File: config.mk
export PLATFORM = sky130hd
export DESIGN_NAME = adc_serial_port
export DESIGN_NICKNAME = d
export VERILOG_FILES = /design/src/shared/adc_port_pkg.sv /design/src/verilog/adc_serial_port.sv
export SDC_FILE = /design/constraint.sdc
export NUM_CORES = 1
export LEC_CHECK = 0
export BUFFER_PORTS_ARGS = -buffer_cell sky130_fd_sc_hd__buf_2
export CORE_MARGIN = 1.5
export CORE_UTILIZATION = 39
export CTS_CLUSTER_SIZE = 20
export DETAILED_ROUTE_END_ITERATION = 8
export HOLD_SLACK_MARGIN = 0.03
export REMOVE_ABC_BUFFERS = 1
export SYNTH_ARGS = -nofsm -noshare
export SYNTH_HDL_FRONTEND = slang
export SYNTH_SLANG_ARGS = --single-unit
File: constraint.sdc
create_clock -name pclk -period 6.8 [get_ports pclk]
set_input_delay 0.34 -clock pclk [delete_from_list [all_inputs] [get_ports pclk]]
set_output_delay 0.34 -clock pclk [all_outputs]
set_load 0.01 [all_outputs]
File: src/shared/adc_port_pkg.sv
// Purpose: Constants for the two-input converter serial port
// Assumes: 10-bit codes, APB registers one aligned 32-bit word each
// Notes:   Frame positions count serial clock rises after the start bit
package adc_port_pkg;

   // Register byte offsets
   localparam logic [7:0] INPUT_A_OFFSET  = 8'h00;
   localparam logic [7:0] INPUT_B_OFFSET  = 8'h04;
   localparam logic [7:0] STATUS_OFFSET   = 8'h08;

   // Reset values
   localparam logic [9:0] INPUT_RESET     = 10'h000;
   localparam logic [9:0] RESULT_RESET    = 10'h000;

   // Status register field positions
   localparam int RESULT_LSB_POS  = 0;
   localparam int BUSY_POS        = 10;
   localparam int STANDBY_POS     = 11;
   localparam int SAMPLING_POS    = 12;
   localparam int MODE_POS        = 13;
   localparam int POLARITY_POS    = 14;
   localparam int ORDER_POS       = 15;

   // Frame positions, in rises after the start bit
   localparam logic [4:0] POS_MODE        = 5'h01;
   localparam logic [4:0] POS_POLARITY    = 5'h02;
   localparam logic [4:0] POS_ORDER       = 5'h03;
   localparam logic [4:0] POS_MSB_FIRST   = 5'h04;
   localparam logic [4:0] POS_MSB_LAST    = 5'h0D;
   localparam logic [4:0] POS_LSB_LAST    = 5'h16;
   localparam logic [4:0] POS_MAX         = 5'h1F;

   // Port states
   typedef enum logic [1:0] {
      ST_LOCKED,
      ST_HUNT,
      ST_FRAME
   } port_state_type;

endpackage

File: src/verilog/adc_serial_port.sv
// Purpose: Serial command and readout logic of a two-input 10-bit SAR
// Assumes: Serial pins asynchronous to pclk, sampled through two flops
// Notes:   Analog inputs modelled as APB-written codes
// Function
// - First high-input rise while selected starts frame
// - Select low at reset needs high-low first
// - Mode then polarity bit follow start bit
// - Mode/polarity pick single A/B or differential
// - Order bit high: MSB word, then zeros
// - Order bit low: add LSB-first copy, zeros
// - Sampling from second rise to third fall
// - Low null bit on order-bit falling edge
// - Ten result bits MSB first follow null
// - While selected, output changes only on clock falling edges
// - Low-input clocks before start bit ignored
// - Raising select aborts conversion and output
// - One result bit resolved per clock
// - Differential result clamps to 000h when negative
// - Code is straight binary of input/reference
// - Select high ends conversion, enters standby
`timescale 1ns/1ps

module adc_serial_port
   import adc_port_pkg::*;
(
   // Clock and reset
   input  wire logic        pclk,
   input  wire logic        presetn,
   // APB slave
   input  wire logic [7:0]  paddr,
   input  wire logic        psel,
   input  wire logic        penable,
   input  wire logic        pwrite,
   input  wire logic [31:0] pwdata,
   output logic      [31:0] prdata,
   output logic             pready,
   output logic             pslverr,
   // Serial link
   input  wire logic        sclk,
   input  wire logic        select_standby_n,
   input  wire logic        din,
   output logic             dout,
   output logic             dout_oe,
   // Status
   output logic             standby,
   output logic             sample_active
);

   ////////////////////////////////////////////////////////////////////////
   // Functions
   // Code of the chosen input configuration
   function automatic logic [9:0] select_code(
      input logic       mode_bit,
      input logic       pol_bit,
      input logic [9:0] code_a,
      input logic [9:0] code_b
   );
      logic [9:0] pos, neg;
      pos = pol_bit ? code_b : code_a;
      neg = pol_bit ? code_a : code_b;
      if (mode_bit)
         select_code = pos;
      else if (pos <= neg)
         select_code = 10'h000;
      else
         select_code = pos - neg;
   endfunction

   ////////////////////////////////////////////////////////////////////////
   // Declarations
   logic [2:0]     sclk_sync_r;
   logic [1:0]     cs_sync_r;
   logic [1:0]     din_sync_r;
   logic           sclk_rise;
   logic           sclk_fall;
   logic           cs_n;
   logic           din_s;
   port_state_type state_r, state_nxt;
   logic [4:0]     pos_r, pos_nxt;
   logic           input_mode_bit_r, input_mode_bit_nxt;
   logic           polarity_r, polarity_nxt;
   logic           bit_order_select_r, bit_order_select_nxt;
   logic           sampling_r, sampling_nxt;
   logic [9:0]     target_r, target_nxt;
   logic [9:0]     sar_r, sar_nxt;
   logic [9:0]     result_r, result_nxt;
   logic           dout_r, dout_nxt;
   logic           dout_oe_r, dout_oe_nxt;
   logic           standby_r, standby_nxt;
   logic [9:0]     input_a_r, input_a_nxt;
   logic [9:0]     input_b_r, input_b_nxt;
   logic [31:0]    prdata_r, prdata_nxt;
   logic           pready_r, pready_nxt;
   logic           pslverr_r, pslverr_nxt;

   ////////////////////////////////////////////////////////////////////////
   // Pin synchronisers
   // Two flops per pin; third sclk stage for edge finding
   always_ff @(posedge pclk or negedge presetn)
   begin
      if (!presetn)
      begin
         sclk_sync_r <= 3'h0;
         cs_sync_r   <= 2'h0;  // Select assumed low
         din_sync_r  <= 2'h0;
      end
      else
      begin
         sclk_sync_r <= {sclk_sync_r[1:0], sclk};
         cs_sync_r   <= {cs_sync_r[0], select_standby_n};
         din_sync_r  <= {din_sync_r[0], din};
      end
   end
   // Edges seen on the second and third stages only
   assign sclk_rise = sclk_sync_r[1] & ~sclk_sync_r[2];
   assign sclk_fall = ~sclk_sync_r[1] & sclk_sync_r[2];
   assign cs_n      = cs_sync_r[1];
   assign din_s     = din_sync_r[1];

   ////////////////////////////////////////////////////////////////////////
   // Frame sequencer
   // Next state of the serial frame
   always_comb
   begin
      logic [3:0] idx;
      logic [9:0] guess;
      logic       bit_val;
      idx                  = 4'h0;
      guess                = 10'h000;
      bit_val              = 1'b0;
      state_nxt            = state_r;
      pos_nxt              = pos_r;
      input_mode_bit_nxt   = input_mode_bit_r;
      polarity_nxt         = polarity_r;
      bit_order_select_nxt = bit_order_select_r;
      sampling_nxt         = sampling_r;
      target_nxt           = target_r;
      sar_nxt              = sar_r;
      result_nxt           = result_r;
      dout_nxt             = dout_r;
      dout_oe_nxt          = ~cs_n & (state_r != ST_LOCKED);
      standby_nxt          = standby_r;
      unique case (state_r)
         ST_LOCKED:
         begin
            if (cs_n)
               state_nxt = ST_HUNT;
         end
         ST_HUNT:
         begin
            standby_nxt = cs_n;
            dout_nxt    = 1'b0;
            if (!cs_n && sclk_rise && din_s)
            begin
               state_nxt   = ST_FRAME;
               pos_nxt     = 5'h00;
               standby_nxt = 1'b0;
               sar_nxt     = 10'h000;
            end
         end
         ST_FRAME:
         begin
            if (cs_n)
            begin
               state_nxt    = ST_HUNT;
               sampling_nxt = 1'b0;
               standby_nxt  = 1'b1;
               dout_nxt     = 1'b0;
            end
            else if (sclk_rise)
            begin
               if (pos_r != POS_MAX)
                  pos_nxt = pos_r + 5'h01;
               if (pos_nxt == POS_MODE)
                  input_mode_bit_nxt = din_s;
               if (pos_nxt == POS_POLARITY)
               begin
                  polarity_nxt = din_s;
                  sampling_nxt = 1'b1;
               end
               if (pos_nxt == POS_ORDER)
                  bit_order_select_nxt = din_s;
            end
            // output moves on falling edges only
            else if (sclk_fall)
            begin
               if (pos_r == POS_ORDER)
               begin
                  sampling_nxt = 1'b0;
                  target_nxt   = select_code(input_mode_bit_r, polarity_r,
                                             input_a_r, input_b_r);
                  dout_nxt     = 1'b0;
               end
               else if (pos_r >= POS_MSB_FIRST && pos_r <= POS_MSB_LAST)
               begin
                  idx        = 4'(POS_MSB_LAST - pos_r);
                  guess      = sar_r | (10'h001 << idx);
                  bit_val    = (target_r >= guess);
                  sar_nxt    = bit_val ? guess : sar_r;
                  dout_nxt   = bit_val;
                  if (pos_r == POS_MSB_LAST)
                     result_nxt = bit_val ? guess : sar_r;
               end
               else if (pos_r > POS_MSB_LAST && pos_r <= POS_LSB_LAST
                        && !bit_order_select_r)
               begin
                  idx      = 4'(pos_r - POS_MSB_LAST);
                  dout_nxt = sar_r[idx];
               end
               else if (pos_r > POS_MSB_LAST)
                  dout_nxt = 1'b0;
            end
         end
      endcase
   end
   // Frame state registers
   always_ff @(posedge pclk or negedge presetn)
   begin
      if (!presetn)
      begin
         state_r            <= ST_LOCKED;
         pos_r              <= 5'h00;
         input_mode_bit_r   <= 1'b0;
         polarity_r         <= 1'b0;
         bit_order_select_r <= 1'b0;
         sampling_r         <= 1'b0;
         target_r           <= RESULT_RESET;
         sar_r              <= RESULT_RESET;
         result_r           <= RESULT_RESET;
         dout_r             <= 1'b0;
         dout_oe_r          <= 1'b0;
         standby_r          <= 1'b1;
      end
      else
      begin
         state_r            <= state_nxt;
         pos_r              <= pos_nxt;
         input_mode_bit_r   <= input_mode_bit_nxt;
         polarity_r         <= polarity_nxt;
         bit_order_select_r <= bit_order_select_nxt;
         sampling_r         <= sampling_nxt;
         target_r           <= target_nxt;
         sar_r              <= sar_nxt;
         result_r           <= result_nxt;
         dout_r             <= dout_nxt;
         dout_oe_r          <= dout_oe_nxt;
         standby_r          <= standby_nxt;
      end
   end

   ////////////////////////////////////////////////////////////////////////
   // APB slave
   // Answer prepared in setup, shown during the access cycle
   always_comb
   begin
      logic setup, access;
      setup       = psel & ~penable;
      access      = psel & penable & pready_r;
      input_a_nxt = input_a_r;
      input_b_nxt = input_b_r;
      pready_nxt  = setup;
      prdata_nxt  = 32'h0000_0000;
      pslverr_nxt = 1'b0;
      if (setup)
      begin
         unique case (paddr)
            INPUT_A_OFFSET: prdata_nxt[9:0] = input_a_r;
            INPUT_B_OFFSET: prdata_nxt[9:0] = input_b_r;
            STATUS_OFFSET:
            begin
               prdata_nxt[RESULT_LSB_POS +: 10] = result_r;
               prdata_nxt[BUSY_POS]     = (state_r == ST_FRAME);
               prdata_nxt[STANDBY_POS]  = standby_r;
               prdata_nxt[SAMPLING_POS] = sampling_r;
               prdata_nxt[MODE_POS]     = input_mode_bit_r;
               prdata_nxt[POLARITY_POS] = polarity_r;
               prdata_nxt[ORDER_POS]    = bit_order_select_r;
            end
            default:        pslverr_nxt = 1'b1;
         endcase
      end
      // Writes commit at the access edge
      if (access && pwrite)
      begin
         if (paddr == INPUT_A_OFFSET)
            input_a_nxt = pwdata[9:0];
         if (paddr == INPUT_B_OFFSET)
            input_b_nxt = pwdata[9:0];
      end
   end

   // APB registers
   always_ff @(posedge pclk or negedge presetn)
   begin
      if (!presetn)
      begin
         input_a_r <= INPUT_RESET;
         input_b_r <= INPUT_RESET;
         prdata_r  <= 32'h0000_0000;
         pready_r  <= 1'b0;
         pslverr_r <= 1'b0;
      end
      else
      begin
         input_a_r <= input_a_nxt;
         input_b_r <= input_b_nxt;
         prdata_r  <= prdata_nxt;
         pready_r  <= pready_nxt;
         pslverr_r <= pslverr_nxt;
      end
   end

   ////////////////////////////////////////////////////////////////////////
   // Outputs
   assign prdata        = prdata_r;
   assign pready        = pready_r;
   assign pslverr       = pslverr_r;
   assign dout          = dout_r;
   assign dout_oe       = dout_oe_r;
   assign standby       = standby_r;
   assign sample_active = sampling_r;

endmodule // adc_serial_port

==> qor.yml, run 1 <==
logic_synthesis:
  synth_ff_type: "sky130_fd_sc_hd__dfrtp_1"
  synth.area.top_cells: "sky130_fd_sc_hd__dfrtp_1, sky130_fd_sc_hd__ha_1, sky130_fd_sc_hd__a21oi_1"
  synth_top_area_share_pct: 42.46
  post-synth-top-area-cell: "sky130_fd_sc_hd__dfrtp_1"
  yosysWarningCount: 0
  post_synth.cell_area_avg_um2: 9.993
  synth.top_cells.by_count: "sky130_fd_sc_hd__dfrtp_1, sky130_fd_sc_hd__a21oi_1, sky130_fd_sc_hd__nor2_1"
  ys_ff_latch: 89
  synth_cell_types: 60
  synth_cells: 519
  synth_seq_area_share_pct: 42.97
  synth_area_um2: 5186
  number_of_enable_flip_flop_cells_after_synthesis: 0
  share_of_synthesized_flip_flops_with_an_asynchronous_set_or_reset_pct: 100.0
  synth_most_common_cell: "sky130_fd_sc_hd__dfrtp_1"
run_status:
  status: "finished clean"
floorplan:
  fp.dieArea_um2: 14000
  floorplan.rows: 41
  core_region_area_um2: 12770
  floorplan.initialDensity_pct: 40.60
  fp.dieW_um: 118.3
  floorplan.io_pins: 86
  floorplan.die.height_um: 118.3
drt:
  wl_met3_um: 438
  drc_errors: 0
  route.met2.wl_um: 5403
  drt-wirelength-per-cell_um: 15.65
  drt_first_pass_iters: 4
  route.antenna.remaining_nets: 0
  dr_total_vias: 3885
  highest_routing_layer_actually_used: "met4"
  via_per_inst: 5.344
  drt-initial-drc-count: 224
  wl_um: 11380
  wl_met1_um: 5335
worst_setup_path:
  critical_path.endpoint_type: "flop"
  worst-r2r-cell-count: 8
  cp-start-kind: "flop"
  cp.required_ns: 7.07
  timing_worst_setup_path_type: "flop to flop"
  critPathArrivalTime_ns: 3.80
  critPathMaxFanout: 25
clocking:
  hold_buffers: 0
  cts.sinks: 89
  clock_latency_ns: 0.35
  number_of_buffers_created_by_cts: 9
  cts.repair_timing.setup_buffer_count: 0
  ctsResizeCount: 0
  cts_root_buffer: "sky130_fd_sc_hd__clkbuf_16"
  tritoncts_clock_tree: "built"
  cts_buffer_depth: 2
  clk_slew_on_worst_s_h_paths_ns: 0.06
  cts_max_level: 3
layout:
  finish.instance_area_um2: 5781
  drive_above_1_share_pct: 19.28
  nNetsFinal: 625
  antenna_cells: 0
  areaGrowthSynthToFinish_pct: 11.46
  final-seq-area_um2: 2228
  area_of_combinational_cells_with_multiple_inputs_um2: 2710
  utilization_of_the_core_after_routing_pct: 45.25
  fillerInstances: 1186
global_routing:
  first_pass_grt_wire_length_um: 19370
  grt.total_usage_pct: 17.26
  largest_net_degree_at_the_start_of_global_routing: 90
  antenna_found_initial: 0
  grt_overflow_total: 0
  number_of_global_route_vias_before_repair: 3902
place:
  portBuffers: 47
  place_area_um2: 5451
  preCtsSetupSlack_ns: 3.267
  place_congestion: 0.8183
  place.detailed.hpwl_um: 8246
sta:
  period_share_pct: 51.86
  timing.final.crit_period_ns: 3.526
  timing.final.ws_setup_ns: 3.274
  hold_viol: 0
  timing.fmax_ghz: 0.2836
  worstMarginPinSlew_ns: 1.134
  finalSetupTns_ns: 0
  maxSlewViolCount: 0
  worst_slew_margin_rel_pct: 24.43
  rsz0062_at_grt: "no"
  final-setup-viol-count: 0
  timing.clock.skew_ns: 0.009061
power_and_ir_drop:
  maximum_vdd_drop_mv: 0.1079
  p_leak_nw: 2.706
  overall_power_mw: 1.324
  pwr_density_cell_nw_per_um2: 229.1
hold_path:
  worst_hold_path.num_cells: 1
  min_path_type: "input port to flop"
flow_run:
  cap_viol_max_count: 0
## per-stage QoR
stage          hold slack [ns]  cells
6_report               0.09199    727
5_1_grt                0.08016    727
4_1_cts                0.08274    727
3_5_place_dp            0.3370    711
3_3_place_gp            0.3334    711
2_1_floorplan          0.04441    490
## final cells by class
type,count,area share [%]
clock buffers,10,4.134
flip-flops and latches,89,38.55
clock inverters,6,1.558
multi-input cells,389,46.88
inverters,12,0.7792
well taps,172,3.723
repair buffers,49,4.372
## sequential cells by signal, indices dropped and copies added, names as in the netlist
name                cells
result_r               10
input_a_r              10
standby                 1
cs_sync_r               2
polarity_r              1
bit_order_select_r      1
input_mode_bit_r        1
sclk_sync_r             3
sample_active           1
target_r               10
pslverr                 1
sar_r                  10
pos_r                   5
input_b_r              10
state_r                 2
dout                    1
dout_oe                 1
pready                  1
prdata                 16
din_sync_r              2
## critical path, stage by stage (launching register included)
cell	delay, ns
sky130_fd_sc_hd__dfrtp_1	1.02
sky130_fd_sc_hd__mux2_2	0.46
sky130_fd_sc_hd__ha_1	0.32
sky130_fd_sc_hd__nor2b_1	0.15
sky130_fd_sc_hd__o31a_1	0.27
sky130_fd_sc_hd__o31ai_1	0.30
sky130_fd_sc_hd__mux2_2	0.38
sky130_fd_sc_hd__a2111o_1	0.42
sky130_fd_sc_hd__o21ai_2	0.12
## path summary, 6_finish.rpt
check                                         from                 endpoint  slack (ns)
max                         polarity_r$_DFFE_PN0P_  target_r[9]$_DFFE_PN0P_        3.27
min                               select_standby_n   cs_sync_r[0]$_DFF_PN0_        0.09
max reg2reg                 polarity_r$_DFFE_PN0P_  target_r[9]$_DFFE_PN0P_        3.27
min reg2reg                din_sync_r[0]$_DFF_PN0_  din_sync_r[1]$_DFF_PN0_        0.35
max in group asynchronous                  presetn         pready$_DFF_PN0_        5.87
min in group asynchronous                  presetn  result_r[7]$_DFFE_PN0P_        0.22
## routing by layer
layer,track usage [%],vias up
met3,3.571,17
met5,0,-
met4,6.479,0
li1,-,1883
met1,22.21,1907
met2,28.56,78
## report_power, final
part | leakage, nW | switching, mW | internal [mW] | total, mW
combinational | 1.34 | 0.108 | 0.0721 | 0.180
sequential | 1.21 | 0.0454 | 0.553 | 0.598
clock | 0.159 | 0.214 | 0.333 | 0.547
## layout by cell type, fill, tap and decap left out, types with 2 or more instances in the layout
cell type | Yosys | routed
sky130_fd_sc_hd__a21oi_1 | 50 | 50
sky130_fd_sc_hd__nor3b_1 | 2 | 2
sky130_fd_sc_hd__xor2_1 | 7 | 7
sky130_fd_sc_hd__nor2b_1 | 9 | 9
sky130_fd_sc_hd__o211ai_1 | 4 | 4
sky130_fd_sc_hd__nand4_1 | 7 | 7
sky130_fd_sc_hd__buf_4 | 17 | 3
sky130_fd_sc_hd__bufinv_16 | 0 | 2
sky130_fd_sc_hd__o21a_1 | 15 | 15
sky130_fd_sc_hd__mux2i_1 | 20 | 20
sky130_fd_sc_hd__a21o_1 | 6 | 6
sky130_fd_sc_hd__a31oi_1 | 11 | 11
sky130_fd_sc_hd__mux2_4 | 10 | 10
sky130_fd_sc_hd__a31o_2 | 2 | 2
sky130_fd_sc_hd__and4_1 | 2 | 2
sky130_fd_sc_hd__nor2_1 | 46 | 46
sky130_fd_sc_hd__and2_1 | 6 | 6
sky130_fd_sc_hd__conb_1 | 1 | 16
sky130_fd_sc_hd__or2_2 | 2 | 2
sky130_fd_sc_hd__nand3_1 | 4 | 4
sky130_fd_sc_hd__nand3b_1 | 2 | 2
sky130_fd_sc_hd__dfrtp_1 | 88 | 88
sky130_fd_sc_hd__nand2_1 | 29 | 29
sky130_fd_sc_hd__clkbuf_16 | 0 | 9
sky130_fd_sc_hd__o21ai_0 | 31 | 31
sky130_fd_sc_hd__nor3_1 | 8 | 8
sky130_fd_sc_hd__mux4_2 | 2 | 2
sky130_fd_sc_hd__o31ai_1 | 2 | 2
sky130_fd_sc_hd__inv_1 | 12 | 12
sky130_fd_sc_hd__mux2_2 | 22 | 22
sky130_fd_sc_hd__buf_2 | 6 | 46
sky130_fd_sc_hd__xnor2_1 | 3 | 3
sky130_fd_sc_hd__a221oi_1 | 2 | 2
sky130_fd_sc_hd__and3_1 | 9 | 9
sky130_fd_sc_hd__nand2b_1 | 9 | 9
sky130_fd_sc_hd__a211oi_1 | 3 | 3
sky130_fd_sc_hd__ha_1 | 26 | 26
## kinds of logic after synthesis
group | share of synthesized area (%)
muxes | 12.40
DFF | 42.97
adders and majority gates | 6.659
buffers and inverters | 5.862
other | 0.07231
and+or+nand+nor | 13.80
xor gates and xnor gates | 1.689
AOI/OAI and AO/OA | 16.55
Note: power is estimated with default switching activity, not from simulation.
==> inputs of run 2 (changes only) <==
clock period = 3.45 ns   (was 6.8 ns; I/O delays follow)
==> qor.yml, run 2 (synthesis gave the netlist of run 1 again) <==
run_status:
  status: "finished clean"
floorplan:
  core_region_area_um2: 12770
  floorplan.io_pins: 86
  fp.dieW_um: 118.3
  floorplan.initialDensity_pct: 40.60
  fp.dieArea_um2: 14000
  floorplan.rows: 41
  floorplan.die.height_um: 118.3
worst_setup_path:
  timing_worst_setup_path_type: "flop to flop"
  cp.required_ns: 3.68
  worst-r2r-cell-count: 11
  cpPeakStageDelay_ns: 0.39
  r2r_start: "pos_r[2]$_DFFE_PN0P_"
  critPathArrivalTime_ns: 3.45
  critPathMaxFanout: 12
  cp_slowest_cell: "sky130_fd_sc_hd__dfrtp_1"
  cp-start-kind: "flop"
  critical_path.endpoint_type: "flop"
  worst_setup_sp: "pos_r[2]$_DFFE_PN0P_"
  reg2reg_slack_ns: 0.23
  crit_path_cell_trace: "buf_4 -> ha_1 -> and2_1 -> a21oi_1 -> ha_1 -> and4_1 -> a221oi_1 -> o21ai_0 -> a31o_2 -> o21a_1 -> o21a_1"
  cp-endpoint: "sar_r[4]$_DFFE_PN0P_"
  worst_r2r_endpoint: "sar_r[4]$_DFFE_PN0P_"
clocking:
  clock_latency_ns: 0.35
  tritoncts_clock_tree: "built"
  cts_root_buffer: "sky130_fd_sc_hd__clkbuf_16"
  cts.sinks: 89
  number_of_buffers_created_by_cts: 9
  cts_buffer_depth: 2
  cts_max_level: 3
  clk_slew_on_worst_s_h_paths_ns: 0.07
sta:
  fin_hold_ws_ns: 0.05593
  worstMarginPinSlew_ns: 0.8452
  rsz0062_at_grt: "no"
  final-setup-viol-count: 0
  maxSlewViolCount: 0
  period_share_pct: 93.31
  timing.clock.skew_ns: 0.01169
  finalSetupTns_ns: 0
  timing.final.ws_setup_ns: 0.2307
  worst_slew_margin_rel_pct: 43.54
  timing.final.crit_period_ns: 3.219
  hold_viol: 0
  timing.fmax_ghz: 0.3106
layout:
  layout.cells.most_common_list: "sky130_fd_sc_hd__dfrtp_1, sky130_fd_sc_hd__a21oi_1, sky130_fd_sc_hd__buf_2, sky130_fd_sc_hd__nor2_1, sky130_fd_sc_hd__o21ai_0"
  areaGrowthSynthToFinish_pct: 13.49
  largest_register_ff_count: 16
  nNetsFinal: 640
  layout_commonest_cell: "sky130_fd_sc_hd__dfrtp_1"
  antenna_cells: 0
  drive_above_1_share_pct: 20.88
  final_cells: 742
  utilization_of_the_core_after_routing_pct: 46.08
hold_path:
  min_path_type: "input port to flop"
  worst_hold_path.num_cells: 3
  hold_start: "pwdata[8]"
flow_run:
  cap_viol_max_count: 0
drt:
  dr_total_vias: 3957
  drt_first_pass_iters: 4
  drt-initial-drc-count: 225
  route.antenna.remaining_nets: 0
  drc_errors: 0
  drt-wirelength-per-cell_um: 15.70
  wl_um: 11650
  via_per_inst: 5.333
place:
  portBuffers: 47
  place.detailed.hpwl_um: 8629
  place_congestion: 0.8397
  dp_cells: 721
  preCtsSetupSlack_ns: 0.2313
global_routing:
  grt.total_usage_pct: 17.62
  first_pass_grt_wire_length_um: 19780
  number_of_global_route_vias_before_repair: 3906
  largest_net_degree_at_the_start_of_global_routing: 67
  grt_overflow_total: 0
  antenna_found_initial: 0
power_and_ir_drop:
  maximum_vdd_drop_mv: 0.2382
  p_leak_nw: 2.763
  pwr_density_cell_nw_per_um2: 435.3
[run 2: cell types whose count changed in the layout (fill, tap and decap cells not counted)]
cell,before,now
sky130_fd_sc_hd__clkinv_2,1,2
sky130_fd_sc_hd__bufinv_16,2,1
sky130_fd_sc_hd__nor2_2,0,1
sky130_fd_sc_hd__ha_2,0,1
sky130_fd_sc_hd__dlygate4sd3_1,0,5
sky130_fd_sc_hd__buf_4,3,13
sky130_fd_sc_hd__ha_1,26,25
sky130_fd_sc_hd__nor2_1,46,45
[run 2: through the flow]
step / power [mW] / instance area (µm²)
global placement: 1.567 / 5527
detailed placement: 1.576 / 5527
floorplan: 1.408 / 4984
CTS: 2.584 / 5881
global route: 2.680 / 5886
finish: 2.562 / 5886
[run 2: repair_timing]
action / 4_1_cts / 5_1_grt
buffers inserted: 0 / 0
hold endpoints to repair: 68 / 0
gates resized for setup: 0 / 2
hold buffers: 5 / 0
endpoints found under the setup margin: 0 / 10
[run 2: layout make-up]
class,count,area [µm²]
Inverter,12,45.04
Clock inverter,6,65.06
Clock buffer,10,239.0
Multi-Input combinational cell,389,2715
Timing Repair Buffer,64,377.9
Tap cell,172,215.2
Fill cell,1203,6888
Sequential cell,89,2228
[run 2: per-layer routing]
metal | track usage [%] | wire (µm) | vias up
li1 | - | - | 1916
met2 | 29.51 | 5684 | 89
met3 | 3.571 | 436 | 14
met4 | 6.555 | 199 | 0
met1 | 22.43 | 5330 | 1938
met5 | 0 | 0 | -
[run 2: worst min path at each step]
stage	to	slack [ns]
floorplan	bit_order_select_r$_DFFE_PN0P_	-0.12
global placement	cs_sync_r[0]$_DFF_PN0_	0.28
detailed placement	sclk_sync_r[0]$_DFF_PN0_	0.29
CTS	input_b_r[8]$_DFFE_PN0P_	0.05
global route	input_a_r[4]$_DFFE_PN0P_	0.07
finish	input_b_r[8]$_DFFE_PN0P_	0.06
[run 2: worst max-delay path, delay by kind of cell (launching register included)]
family / cells / cell delay, ns
compound gates: 6 / 1.49
fa+ha+maj: 2 / 0.60
simple gates: 2 / 0.42
flops: 1 / 0.39
buf+inv: 1 / 0.19
[run 2: power by group]
part           internal [mW]  switching, mW  total (mW)
sequential              1.09         0.0697        1.16
clock                  0.582          0.420        1.00
combinational          0.161          0.238       0.400
==> inputs of run 3 (changes only) <==
ABC_AREA = 1   (was not set)
==> qor.yml, run 3 <==
sta:
  finalSetupTns_ns: 0
  timing.clock.skew_ns: 0.006607
  period_share_pct: 80.95
  final-setup-viol-count: 0
  worst_slew_margin_rel_pct: 35.30
  maxSlewViolCount: 0
  rsz0062_at_grt: "no"
  hold_viol: 0
  timing.final.crit_period_ns: 2.793
  timing.fmax_ghz: 0.3580
  worstMarginPinSlew_ns: 0.9706
drt:
  drt-wirelength-per-cell_um: 13.52
  route.antenna.remaining_nets: 0
  drt-initial-drc-count: 320
  drc_errors: 0
  via_per_inst: 4.791
  drt_first_pass_iters: 5
  wl_um: 12980
  dr_total_vias: 4599
layout:
  layout_commonest_cell: "sky130_fd_sc_hd__nand2_1"
  area_of_combinational_cells_with_multiple_inputs_um2: 2718
  nNetsFinal: 854
  final-seq-area_um2: 2228
  areaGrowthSynthToFinish_pct: 12.64
  fillerInstances: 1381
  drive_above_1_share_pct: 13.27
  layout.cells.most_common_list: "sky130_fd_sc_hd__nand2_1, sky130_fd_sc_hd__dfrtp_1, sky130_fd_sc_hd__inv_1, sky130_fd_sc_hd__nor2_1, sky130_fd_sc_hd__buf_2"
  largest_register_ff_count: 16
  antenna_cells: 0
flow_run:
  cap_viol_max_count: 0
logic_synthesis:
  ys_ff_latch: 89
  synth_cells: 727
  synth_top_family_by_area: "simple AND/OR/NAND/NOR gates"
  synth_cell_types: 41
  synth_simple_gate_area_share_pct: 29.68
  synth_top_area_share_pct: 40.46
  post-synth-top-area-cell: "sky130_fd_sc_hd__dfrtp_1"
  share_of_synthesized_flip_flops_with_an_asynchronous_set_or_reset_pct: 100.0
  number_of_enable_flip_flop_cells_after_synthesis: 0
  synth_area_um2: 5443
  synth.top_cells.by_count: "sky130_fd_sc_hd__nand2_1, sky130_fd_sc_hd__dfrtp_1, sky130_fd_sc_hd__inv_1"
  synth_ff_type: "sky130_fd_sc_hd__dfrtp_1"
  yosys.area_share.adder_pct: 6.345
  yosysWarningCount: 0
  post_synth.cell_area_avg_um2: 7.487
  synth_most_common_cell: "sky130_fd_sc_hd__nand2_1"
  synth_compound_gate_area_share_pct: 9.885
  synth.area.top_cells: "sky130_fd_sc_hd__dfrtp_1, sky130_fd_sc_hd__nand2_1, sky130_fd_sc_hd__ha_1"
  yosys-mux-area-fraction_pct: 1.471
  synthXorXnorAreaFrac_pct: 1.448
  synth_seq_area_share_pct: 40.94
floorplan:
  fp.dieArea_um2: 14670
  fp.dieW_um: 121.1
  floorplan.rows: 42
  floorplan.die.height_um: 121.1
  floorplan.initialDensity_pct: 40.46
  core_region_area_um2: 13450
  floorplan.io_pins: 86
power_and_ir_drop:
  p_leak_nw: 3.326
  net_sw_share_pct: 33.92
  maximum_vdd_drop_mv: 0.3298
  overall_power_mw: 2.730
  power_report.internal_total_mw: 1.804
  pwr-share-comb_pct: 22.0
  seq_power_share_pct: 42.3
  pwr_density_cell_nw_per_um2: 445.2
  power_switching_mw: 0.9259
  clock_power_share_pct: 35.6
global_routing:
  antenna_found_initial: 0
  grt.total_usage_pct: 19.12
  largest_net_degree_at_the_start_of_global_routing: 77
  number_of_global_route_vias_before_repair: 4657
  grt_overflow_total: 0
  first_pass_grt_wire_length_um: 22270
clocking:
  cts_max_level: 3
  cts.sinks: 89
  cts.repair_timing.setup_buffer_count: 0
  tritoncts_clock_tree: "built"
  number_of_buffers_created_by_cts: 9
  clk_slew_on_worst_s_h_paths_ns: 0.07
  cts_root_buffer: "sky130_fd_sc_hd__clkbuf_16"
  cts_buffer_depth: 2
  clock_latency_ns: 0.35
worst_setup_path:
  cpMostUsedCell: "sky130_fd_sc_hd__nand2_1"
  cp_slowest_cell: "sky130_fd_sc_hd__dfrtp_1"
  crit_path_cell_trace: "ha_1 -> nor2_1 -> nor2_4 -> a31o_2 -> inv_1 -> ha_1 -> a21oi_1 -> nor2_1 -> nor3_2 -> nand3_2 -> nand2_1 -> nand2_1 -> nand2_1 -> nand2_1"
  cpLargestDelayFamily: "simple AND/OR/NAND/NOR gates"
  cpPeakStageDelay_ns: 0.53
  timing_worst_setup_path_type: "flop to flop"
  critical_path.endpoint_type: "flop"
  cp.required_ns: 3.69
  critPathArrivalTime_ns: 3.03
  cp-start-kind: "flop"
  critPathMaxFanout: 10
  cp_num_buf_inv: 1
place:
  place_congestion: 0.8361
  place.detailed.hpwl_um: 9915
  portBuffers: 47
hold_path:
  min_path_type: "input port to flop"
run_status:
  status: "finished clean"
run 3: worst min-delay path: stages:
cell and delay (ns):
sky130_fd_sc_hd__buf_2 0.09, sky130_fd_sc_hd__inv_1 0.06, sky130_fd_sc_hd__o21ai_1 0.06
run 3: routing by layer:
layer | global-route usage (%) | vias up | wire, µm
met5 | 0 | - | 0
li1 | - | 2360 | -
met2 | 31.85 | 91 | 6248
met1 | 24.90 | 2135 | 6050
met4 | 5.515 | 0 | 206
met3 | 4.370 | 13 | 471
run 3: cell families after synthesis:
family,count (synthesis)
simple gates,378
fa+ha+maj,27
compound gates,93
mux,8
xor+xnor,9
flops,89
buf+inv,122
other cells,1
run 3: final timing paths:
check	startpoint	cells past startpoint	endpoint	slack, ns
min in group asynchronous	presetn	2	sar_r[6]$_DFFE_PN0P_	0.50
setup / recovery	pos_r[2]$_DFFE_PN0P_	14	result_r[0]$_DFFE_PN0P_	0.66
max in group asynchronous	presetn	3	sclk_sync_r[2]$_DFF_PN0_	2.20
hold reg to reg	din_sync_r[0]$_DFF_PN0_	0	din_sync_r[1]$_DFF_PN0_	0.35
hold / removal	pwdata[7]	3	input_a_r[7]$_DFFE_PN0P_	0.08
setup reg to reg	pos_r[2]$_DFFE_PN0P_	14	result_r[0]$_DFFE_PN0P_	0.66
run 3: area by class of cell:
class                      instances  area share (%)
multi-input combinational        531           44.33
clock buffer                       9           3.673
sequential                        89           36.35
inverter                          92           5.633
tap                              176           3.592
clock inverter                     7           1.245
timing repair buffer              56           5.184
run 3: metrics by stage:
step,hold slack (ns),cells,worst slack (ns),utilization [%],area (µm²)
floorplan,-0.1231,712,1.024,-,5291
global placement,0.2816,939,0.6829,42.96,5779
detailed placement,0.2878,939,0.6686,42.96,5779
CTS,0.06712,960,0.6485,45.57,6131
global route,0.09042,960,0.3104,45.57,6131
finish,0.07849,960,0.6571,45.57,6131
run 3: power by group through the flow:
stage / Sequential [mW] / Combinational (mW) / Clock, mW
2_1_floorplan: 1.18 / 0.401 / 0
3_3_place_gp: 1.17 / 0.578 / 0
3_5_place_dp: 1.18 / 0.588 / 0
4_1_cts: 1.16 / 0.600 / 1.01
5_1_grt: 1.16 / 0.685 / 1.04
6_report: 1.16 / 0.601 / 0.973
run 3: what timing repair did:
action                                  4_1_cts  5_1_grt
endpoints found under the hold margin        66        0
hold buffers                                  5        0
resized for setup                             0        0
endpoints found under the setup margin        0        0
